$ cat config.mk
export PLATFORM = sky130hd
export DESIGN_NAME = asa_slave
export DESIGN_NICKNAME = d
export VERILOG_FILES = /design/src/hw/asa_pkg.sv /design/src/hw/asa_in_sync.sv /design/src/hw/asa_slave.sv
export SDC_FILE = /design/constraint.sdc
export NUM_CORES = 1
export LEC_CHECK = 0
export BUFFER_PORTS_ARGS = -buffer_cell sky130_fd_sc_hd__buf_4
export CAP_MARGIN = 20
export CORE_UTILIZATION = 55
export CTS_BUF_LIST = sky130_fd_sc_hd__clkbuf_8
export DETAILED_ROUTE_END_ITERATION = 10
export PLACE_DENSITY = 0.87
export SLEW_MARGIN = 20
export SYNTH_ARGS = -nofsm -noshare
export SYNTH_HDL_FRONTEND = slang
export SYNTH_HIERARCHICAL = 1
export SYNTH_SLANG_ARGS = --single-unit
export TNS_END_PERCENT = 20
$ cat constraint.sdc
create_clock -name sys_clk -period 3.1 [get_ports sys_clk]
set_input_delay 0.775 -clock sys_clk [delete_from_list [all_inputs] [get_ports sys_clk]]
set_output_delay 0.775 -clock sys_clk [all_outputs]
set_load 0.005 [all_outputs]
$ cat src/hw/asa_pkg.sv
package asa_pkg;

  // device-mode selector values
  localparam logic [1:0] MODE_SINGLE = 2'h0;
  localparam logic [1:0] MODE_DUAL   = 2'h2;

  // commissioning presets
  localparam logic [5:0] PRESET_STD  = 6'h1E;  // 30: single, fixed speeds
  localparam logic [5:0] PRESET_DFIX = 6'h1F;  // 31: dual, fixed setpoints
  localparam logic [5:0] PRESET_MOD  = 6'h20;  // 32: single, modified
  localparam logic [5:0] PRESET_DCMD = 6'h22;  // 34: dual, on/off commands

  // address ranges (A: 0..31, B: 33..63 as 1B..31B)
  localparam logic [5:0] ADDR_ZERO  = 6'h00;
  localparam logic [5:0] ADDR_A_MAX = 6'h1F;
  localparam logic [5:0] ADDR_B_MIN = 6'h21;

  // indices of the address setting
  localparam int unsigned IDX_SUB1   = 0;
  localparam int unsigned IDX_SUB2   = 1;
  localparam int unsigned IDX_SINGLE = 1;

  // fixed-speed codes on the four output bits
  localparam logic [3:0] CODE_STOP = 4'h0;
  localparam logic [3:0] CODE_ACK  = 4'hF;

  // bit positions in the output nibble
  localparam int unsigned BIT_CW  = 0;
  localparam int unsigned BIT_CCW = 1;
  localparam int unsigned BIT_SRC = 2;
  localparam int unsigned BIT_ENA = 3;
  localparam int unsigned BIT_DIAG = 0;

  // slave profile nibbles
  localparam logic [3:0] PROF_IO     = 4'h7;
  localparam logic [3:0] PROF_ID_S   = 4'hF;
  localparam logic [3:0] PROF_ID2_S  = 4'hE;
  localparam logic [3:0] PROF_ID_D   = 4'hA;
  localparam logic [3:0] PROF_ID2_D  = 4'hE;

  localparam logic [3:0] NIBBLE_ZERO = 4'h0;

  // master request kinds
  typedef enum logic [1:0] {
    REQ_DATA   = 2'b00,
    REQ_PARAM  = 2'b01,
    REQ_ASSIGN = 2'b10,
    REQ_NONE   = 2'b11
  } asa_req_kind_t;

  typedef struct packed {
    logic          valid;
    asa_req_kind_t kind;
    logic [5:0]    addr;
    logic [3:0]    bits;      // output bits or parameter bits
    logic [5:0]    new_addr;  // address to assign
  } asa_req_t;

  typedef struct packed {
    logic       valid;
    logic       diag;         // bits carry a fault or alarm code
    logic [5:0] addr;
    logic [3:0] bits;
  } asa_rsp_t;

  typedef struct packed {
    logic       op_enable;
    logic       pulses_enabled;
    logic       ready_on;
    logic       ctrl_priority;
    logic       fault_pending;
    logic [3:0] fault_code;
  } asa_drv_status_t;

  typedef struct packed {
    logic [3:0] fixed_speed_sel;  // bit0..bit3 selection
    logic       ramp_stop;
    logic       coast_stop;
    logic       run_cw_command;
    logic       run_ccw_command;
    logic       speed_source_select;
    logic       operating_enable;
    logic       fault_ack_edge;
  } asa_drv_cmd_t;

  typedef struct packed {
    logic [3:0] io;
    logic [3:0] id;
    logic [3:0] id2;
  } asa_profile_t;

endpackage : asa_pkg

$ cat src/hw/asa_in_sync.sv
`timescale 1ns/10ps
// three-stage pin synchroniser; output moves only when stages two and
// three agree, which rejects a single-cycle glitch after metastability
module asa_in_sync #(
  parameter bit RESET_VAL = 1'b0
) (
  input  wire logic sys_clk,
  input  wire logic arst_n,
  input  wire logic pin_in,
  output logic      level_out
);

  logic s1_reg;
  logic s2_reg;
  logic s3_reg;
  logic agree;

  assign agree = (s2_reg == s3_reg);

  // shift chain; s1 is read by s2 only
  always_ff @(posedge sys_clk or negedge arst_n) begin
    if (!arst_n) begin
      s1_reg    <= RESET_VAL;
      s2_reg    <= RESET_VAL;
      s3_reg    <= RESET_VAL;
      level_out <= RESET_VAL;
    end else begin
      s1_reg <= pin_in;
      s2_reg <= s1_reg;
      s3_reg <= s2_reg;
      if (agree) begin
        level_out <= s3_reg;
      end
    end
  end

endmodule : asa_in_sync

$ cat src/hw/asa_slave.sv
`timescale 1ns/10ps
// How it works
// - addresses reset to zero; zero never exchanges
// - mode selector: 0 single (default), 2 dual
// - presets 30/32 load single, 31/34 dual
// - address and mode writes act at once
// - single slave at zero stores assigned address
// - dual: second hidden until first addressed
// - single uses index one, values 0..31
// - dual: index0 first, index1 second, A/B ranges
// - single: four data bits, diagnostics on P0
// - preset 30: D0..D3 drive fixed-speed bits
// - preset 30 reply: enable, pulses, local inputs
// - diagnostic request answers with pending fault code
// - preset 32: cw, ccw, source, ack/enable
// - preset 32 reply: ready, priority, local inputs
// - preset 32 sends a one-cycle message when a fault becomes pending
// - preset 32: parameter write latches scaling, diagnoses
// - single presets report profile 7.F.E
// - dual: eight data bits over two sub-slaves
// - code 0 ramp stop, 1..14 speeds, 15 ack
module asa_slave
  import asa_pkg::*;
(
  input  wire logic               sys_clk,
  input  wire logic               arst_n,
  input  wire asa_pkg::asa_req_t  mreq,
  output asa_pkg::asa_rsp_t       rsp,
  input  wire logic               preset_load,
  input  wire logic [5:0]         preset_code,
  input  wire logic               mode_write,
  input  wire logic [1:0]         mode_wdata,
  input  wire logic               addr_write,
  input  wire logic               addr_windex,
  input  wire logic [5:0]         addr_wdata,
  input  wire asa_pkg::asa_drv_status_t drv_status,
  input  wire logic               local_input_0,
  input  wire logic               local_input_1,
  output asa_pkg::asa_drv_cmd_t   drv_cmd,
  output logic [3:0]              scaling_factor,
  output logic [7:0]              dual_out_bits,
  output logic [1:0]              device_mode_select,
  output logic [5:0]              slave_address_setting_0,
  output logic [5:0]              slave_address_setting_1,
  output logic                    sub2_visible,
  output logic                    fault_msg_valid,
  output logic [3:0]              fault_msg_code,
  output asa_pkg::asa_profile_t   slave_profile
);
  import asa_pkg::*;

  logic [1:0]   mode_reg;
  logic [5:0]   preset_reg;
  logic [5:0]   addr_reg [2];
  logic [3:0]   dout_reg;
  logic [3:0]   scale_reg;
  logic [7:0]   dual_reg;
  logic         fpend_reg;
  asa_drv_cmd_t cmd_reg;
  asa_drv_cmd_t cmd_next;
  asa_rsp_t     rsp_reg;
  asa_rsp_t     rsp_next;
  logic         msg_reg;
  logic [3:0]   msg_code_reg;
  logic         loc0;
  logic         loc1;

  // local inputs come from pins
  asa_in_sync u_sync0 (
    .sys_clk   (sys_clk),
    .arst_n    (arst_n),
    .pin_in    (local_input_0),
    .level_out (loc0)
  );
  asa_in_sync u_sync1 (
    .sys_clk   (sys_clk),
    .arst_n    (arst_n),
    .pin_in    (local_input_1),
    .level_out (loc1)
  );

  // mode and preset decode
  wire is_dual    = (mode_reg == MODE_DUAL);
  wire preset_mod = (preset_reg == PRESET_MOD);
  wire pl_single  = (preset_code == PRESET_STD) ||
                    (preset_code == PRESET_MOD);
  wire pl_dual    = (preset_code == PRESET_DFIX) ||
                    (preset_code == PRESET_DCMD);
  wire mode_ok    = (mode_wdata == MODE_SINGLE) ||
                    (mode_wdata == MODE_DUAL);

  // address range checks, single allows A only
  wire wr_in_a    = (addr_wdata <= ADDR_A_MAX);
  wire wr_in_b    = (addr_wdata >= ADDR_B_MIN);
  wire wr_ok      = is_dual ? (wr_in_a || wr_in_b)
                            : (wr_in_a && addr_windex);
  wire new_in_a   = (mreq.new_addr <= ADDR_A_MAX);
  wire new_in_b   = (mreq.new_addr >= ADDR_B_MIN);
  wire new_ok     = is_dual ? (new_in_a || new_in_b) : new_in_a;

  // address match; second sub-slave hidden while both are zero
  wire both_zero  = (addr_reg[IDX_SUB1] == ADDR_ZERO) &&
                    (addr_reg[IDX_SUB2] == ADDR_ZERO);
  wire vis2       = !both_zero;
  wire hit_single = !is_dual && mreq.valid &&
                    (mreq.addr == addr_reg[IDX_SINGLE]);
  wire hit_sub1   = is_dual && mreq.valid &&
                    (mreq.addr == addr_reg[IDX_SUB1]);
  wire hit_sub2   = is_dual && mreq.valid && vis2 && !hit_sub1 &&
                    (mreq.addr == addr_reg[IDX_SUB2]);
  wire hit_any    = hit_single || hit_sub1 || hit_sub2;
  wire at_zero    = (mreq.addr == ADDR_ZERO);

  // cyclic exchange never runs at address zero
  wire data_take  = hit_any && !at_zero &&
                    (mreq.kind == REQ_DATA);
  wire parm_take  = hit_any && !at_zero &&
                    (mreq.kind == REQ_PARAM);
  wire asg_take   = hit_any && at_zero && new_ok &&
                    (mreq.kind == REQ_ASSIGN);
  wire asg_idx1   = hit_single || hit_sub2;
  wire sdata      = data_take && !is_dual;

  // software address write beats a master assignment in the same cycle
  always_ff @(posedge sys_clk or negedge arst_n) begin
    if (!arst_n) begin
      addr_reg[IDX_SUB1] <= ADDR_ZERO;
      addr_reg[IDX_SUB2] <= ADDR_ZERO;
    end else if (addr_write && wr_ok) begin
      addr_reg[addr_windex] <= addr_wdata;
    end else if (asg_take) begin
      addr_reg[asg_idx1] <= mreq.new_addr;
    end
  end

  // mode selector; direct write wins over a preset in the same cycle
  always_ff @(posedge sys_clk or negedge arst_n) begin
    if (!arst_n) begin
      mode_reg   <= MODE_SINGLE;
      preset_reg <= PRESET_STD;
    end else begin
      if (mode_write && mode_ok) begin
        mode_reg <= mode_wdata;
      end else if (preset_load && pl_single) begin
        mode_reg <= MODE_SINGLE;
      end else if (preset_load && pl_dual) begin
        mode_reg <= MODE_DUAL;
      end
      if (preset_load && (pl_single || pl_dual)) begin
        preset_reg <= preset_code;
      end
    end
  end

  // drive command decode from the newly accepted output nibble
  wire [3:0] d_new   = mreq.bits;
  wire       d3_rise = sdata && d_new[BIT_ENA] && !dout_reg[BIT_ENA];
  wire       to_ack  = sdata && (d_new == CODE_ACK) &&
                       (dout_reg != CODE_ACK);
  always_comb begin
    cmd_next = cmd_reg;
    cmd_next.fault_ack_edge = 1'b0;
    if (sdata && !preset_mod) begin
      cmd_next.fixed_speed_sel     = d_new;
      cmd_next.ramp_stop           = (d_new == CODE_STOP);
      cmd_next.coast_stop          = (d_new == CODE_ACK);
      cmd_next.fault_ack_edge      = to_ack;
      cmd_next.run_cw_command      = 1'b0;
      cmd_next.run_ccw_command     = 1'b0;
      cmd_next.speed_source_select = 1'b0;
      cmd_next.operating_enable    = 1'b0;
    end else if (sdata) begin
      cmd_next.fixed_speed_sel     = NIBBLE_ZERO;
      cmd_next.ramp_stop           = !d_new[BIT_CW] && !d_new[BIT_CCW];
      cmd_next.coast_stop          = 1'b0;
      cmd_next.run_cw_command      = d_new[BIT_CW];
      cmd_next.run_ccw_command     = d_new[BIT_CCW];
      cmd_next.speed_source_select = d_new[BIT_SRC];
      cmd_next.operating_enable    = d_new[BIT_ENA];
      cmd_next.fault_ack_edge      = d3_rise;
    end
  end

  // reply nibbles for each personality
  wire [3:0] rep_std = {loc1, loc0, drv_status.pulses_enabled,
                        drv_status.op_enable};
  wire [3:0] rep_mod = {loc1, loc0, drv_status.ctrl_priority,
                        drv_status.ready_on};
  wire [3:0] rep_dat = is_dual ? (hit_sub2 ? rep_std : NIBBLE_ZERO)
                               : (preset_mod ? rep_mod : rep_std);
  // under preset 32 every parameter write doubles as a diagnostic request
  wire       diag_rq = parm_take &&
                       (mreq.bits[BIT_DIAG] || preset_mod);

  // one reply per accepted data or parameter request, one cycle later
  always_comb begin
    rsp_next       = '0;
    rsp_next.valid = data_take || parm_take;
    rsp_next.addr  = mreq.addr;
    rsp_next.diag  = diag_rq;
    if (diag_rq) begin
      rsp_next.bits = drv_status.fault_code;
    end else if (parm_take) begin
      rsp_next.bits = mreq.bits;
    end else begin
      rsp_next.bits = rep_dat;
    end
  end

  // data paths, scaling latch and unsolicited fault message
  wire fault_rise = drv_status.fault_pending && !fpend_reg;
  always_ff @(posedge sys_clk or negedge arst_n) begin
    if (!arst_n) begin
      dout_reg     <= NIBBLE_ZERO;
      scale_reg    <= NIBBLE_ZERO;
      dual_reg     <= '0;
      fpend_reg    <= 1'b0;
      cmd_reg      <= '0;
      rsp_reg      <= '0;
      msg_reg      <= 1'b0;
      msg_code_reg <= NIBBLE_ZERO;
    end else begin
      cmd_reg   <= cmd_next;
      rsp_reg   <= rsp_next;
      fpend_reg <= drv_status.fault_pending;
      msg_reg   <= fault_rise && preset_mod && !is_dual;
      if (fault_rise) begin
        msg_code_reg <= drv_status.fault_code;
      end
      if (sdata) begin
        dout_reg <= d_new;
      end
      if (parm_take && preset_mod && !is_dual) begin
        scale_reg <= mreq.bits;
      end
      if (data_take && hit_sub1) begin
        dual_reg[3:0] <= d_new;
      end
      if (data_take && hit_sub2) begin
        dual_reg[7:4] <= d_new;
      end
    end
  end

  // outputs
  assign rsp                     = rsp_reg;
  assign drv_cmd                 = cmd_reg;
  assign scaling_factor          = scale_reg;
  assign dual_out_bits           = dual_reg;
  assign device_mode_select      = mode_reg;
  assign slave_address_setting_0 = addr_reg[IDX_SUB1];
  assign slave_address_setting_1 = addr_reg[IDX_SUB2];
  assign sub2_visible            = is_dual && vis2;
  assign fault_msg_valid         = msg_reg;
  assign fault_msg_code          = msg_code_reg;
  assign slave_profile.io        = PROF_IO;
  assign slave_profile.id        = is_dual ? PROF_ID_D : PROF_ID_S;
  assign slave_profile.id2       = is_dual ? PROF_ID2_D : PROF_ID2_S;
endmodule : asa_slave

==> qor.csv <==
stage,metric,value,unit
synthesis,compound-cell area share of the yosys netlist,11.2,%
synthesis,largest family of logic cells by synthesized area,simple AND/OR/NAND/NOR gates,
global_route,first-pass GRT wire length,12900,um
final_layout,"commonest non-fill, non-tap cell in the layout",buf_4,
pwr,total power,0.00252,W
route,routed vias,2669,
synthesis,Adder-Cell Fraction of Synth Area,0.683,%
pwr,P_leak,2.15,nW
pwr,Net Sw Frac,27.1,%
final_layout,final instance area,4330,sq um
floorplanning,die width,79.4,um
synthesis,post-synthesis mux area share,9.03,%
clock_network,CTS tree,yes,
route,Antenna Nets Post-Route,0,
clock_network,clock sink count,73,
sta,Final setup viols,0,
clock_network,Clock Tree Root,clkbuf_8,
sta,worst slew pin tran,0.876,ns
place,Area after DPL,4110,sq um
global_route,GRT Total Usage,27.2,%
synthesis,register area share after synthesis,55.6,%
global_route,initial antenna violation count,0,
final_layout,area delta synth->final,31.5,%
global_route,vias in the first global route,2652,
flow_run,max cap viols,0,
pwr,Peak VDD IR,0.394,mV
final_layout,Layout Nets,439,
sta,clock skew,0.00782,ns
floorplanning,IO Pins,117,
route,DR WL/cell,17.0,um
worst_setup_path,Worst setup EP type,output port,
worst_setup_path,Setup crit start kind,flop,
final_layout,Multi-input gate area,1360,sq um
floorplanning,initial core utilization,58.4,%
clock_network,"CTS clk-pin slew, worst paths",0.07,ns
floorplanning,Core ar.,5640,sq um
place,GP Congestion,0.879,
pwr,Flop pwr share,47.1,%
synthesis,cells after synthesis,282,
synthesis,synthesized area per cell,11.7,sq um
synthesis,Post-synth top flop,dfrtp_1,
synthesis,post-synthesis cell type count,55,
final_layout,Fillers,371,
place,# port buffers,106,
outcome,status,"finished, final reports clean",
clock_network,"Clk Latency, worst-skew pair",0.34,ns
sta,Tcrit/Tclk final,76.0,%
synthesis,Seq cells post-synth,73,
route,DR DRC count,0,
synthesis,Mapped Area,3300,sq um
clock_network,Clock Path Buffers,2,
sta,FMAX,0.424,GHz
worst_setup_path,CP Data Required Time,2.32,ns
pwr,Clock Power Share,32.0,%
synthesis,Post-Synth Simple-Gate Area,16.0,%
route,routed wire length,7940,um
final_layout,diode count,0,
final_layout,max reg flops,12,
sta,RSZ-0062 raised after global routing,no,
worst_setup_path,CP max FO,10,
final_layout,Sequential Area,1830,sq um
clock_network,CTS Buf Count,9,
worst_setup_path,Worst Path Arrival,1.58,ns
place,DP HPWL,6060,um
floorplanning,Die Area,6310,sq um
pwr,Combinational Power Share,20.9,%
sta,endpoints failing hold,0,
route,TritonRoute pass-1 iters,4,
sta,Slew Limit Fails,0,
sta,Slew HR,41.6,%
pwr,PwrDens,581,nW/um^2
route,drt initial violations,142,
clock_network,H-tree depth,3,
final_layout,share of cells above drive strength 1,41.4,%
pwr,Net Sw Power,0.000684,W
sta,Tmin final,2.36,ns
worst_setup_path,WS Path Type,flop to output port,
synthesis,number of flops mapped to enable cells by yosys,0,
route,average via count per standard cell,5.73,
clock_network,hold_buf cts,0,
final_layout,"commonest non-fill, non-tap cells in the layout","buf_4 (109), dfrtp_1 (69), nand2_1 (34)",
global_route,gr ovfl total,0,
pwr,Int Pwr,0.00184,W
worst_hold_path,worst min-delay path category,flop to flop,
floorplanning,Core Rows,27,
clock_network,"Setup Fix Bufs, Post-CTS",0,
floorplanning,Die H,79.4,um
clock_network,PostCTS Resize Cnt,0,
synthesis,Post-synth ARST share,100,%
synthesis,Synth Area in XOR/XNOR,3.19,%
global_route,largest net degree at the start of global routing,74,
synthesis,Synthesis Warnings,6,
sta,Fin Setup TNS,0,ns
-- kinds of logic (layout without fill, tap and decap cells) --
kind of cell / after synthesis / count (layout)
AND/OR/NAND/NOR: 90 / 90
flip-flops: 73 / 73
AO/OA/AOI/OAI: 51 / 51
multiplexers: 27 / 27
buffers and inverters: 25 / 129
XOR/XNOR: 12 / 12
adder cells (fa/ha/maj): 2 / 2
other: 2 / 10
-- Yosys cell counts, drive strengths merged, types with 4 or more instances --
| library cell | n | area, sq um |
|---|---|---|
| dfrtp | 69 | 1730 |
| nand2 | 34 | 128 |
| mux2 | 22 | 248 |
| buf | 13 | 91.3 |
| and3 | 12 | 76.3 |
| o21ai | 12 | 63.8 |
| nor2 | 10 | 37.5 |
| o2bb2ai | 9 | 78.8 |
| xnor2 | 9 | 78.8 |
| a21oi | 8 | 43.8 |
| clkbuf | 8 | 30.0 |
| a221o | 6 | 60.1 |
| a22oi | 6 | 45.0 |
| nor4 | 6 | 58.8 |
| mux2i | 5 | 50.1 |
| dfstp | 4 | 105 |
-- cell type report --
class	instances	area share, %
Clock buffer	10	3.18
Timing Repair Buffer	109	18.9
Multi-Input combinational cell	192	31.4
Sequential cell	73	42.3
Inverter	4	0.346
Tap cell	72	2.08
Clock inverter	6	1.91
-- worst max-delay path, stage by stage, from the launching register on --
cell      delay (ns)
dfrtp_1         0.38
nor2b_1         0.29
clkinv_1        0.11
buf_4           0.19
nor2_1          0.14
buf_4           0.14
-- per-layer routing --
layer | vias up | GRT usage, % | routed length (um)
met3 | 10 | 6.29 | 535
met2 | 123 | 47.6 | 4020
met5 | - | 0 | 0
met1 | 1322 | 33.4 | 3280
met4 | 0 | 7.82 | 106
li1 | 1214 | - | -
-- power by group through the flow --
stage          sequential [W]  combinational, W  clock, W
2_1_floorplan         0.00118          0.000263         0
3_3_place_gp          0.00120          0.000505         0
3_5_place_dp          0.00120          0.000526         0
4_1_cts               0.00118          0.000528  0.000819
5_1_grt               0.00120          0.000575  0.000870
6_report              0.00119          0.000527  0.000806
-- path summary, 6_finish.rpt --
| kind | start | to | slack [ns] | depth (start not counted) |
|---|---|---|---|---|
| setup reg to reg | device_mode_select[1]$_DFFE_PN0P_ | slave_address_setting_1[2]$_DFFE_PN0P_ | 0.85 | 8 |
| hold reg to reg | u_sync1/s1_reg$_DFF_PN0_ | u_sync1/s2_reg$_DFF_PN0_ | 0.35 | 0 |
| hold / removal | u_sync1/s1_reg$_DFF_PN0_ | u_sync1/s2_reg$_DFF_PN0_ | 0.35 | 0 |
| min in group asynchronous | arst_n | drv_cmd[8]$_DFFE_PN0P_ | 0.53 | 1 |
| max in group asynchronous | arst_n | slave_address_setting_0[0]$_DFFE_PN0P_ | 1.98 | 1 |
| setup / recovery | device_mode_select[1]$_DFFE_PN0P_ | sub2_visible | 0.74 | 5 |
-- stage by stage --
stage | hold WS (ns) | util (%) | worst slack [ns] | std cells
floorplan | 0.331 | - | 0.615 | 290
global placement | 0.333 | 72.9 | 0.452 | 450
detailed placement | 0.336 | 72.9 | 0.389 | 450
CTS | 0.353 | 76.8 | 0.727 | 466
global route | 0.363 | 76.8 | 0.579 | 466
finish | 0.351 | 76.8 | 0.744 | 466
Note: power is estimated with default switching activity, not from simulation.
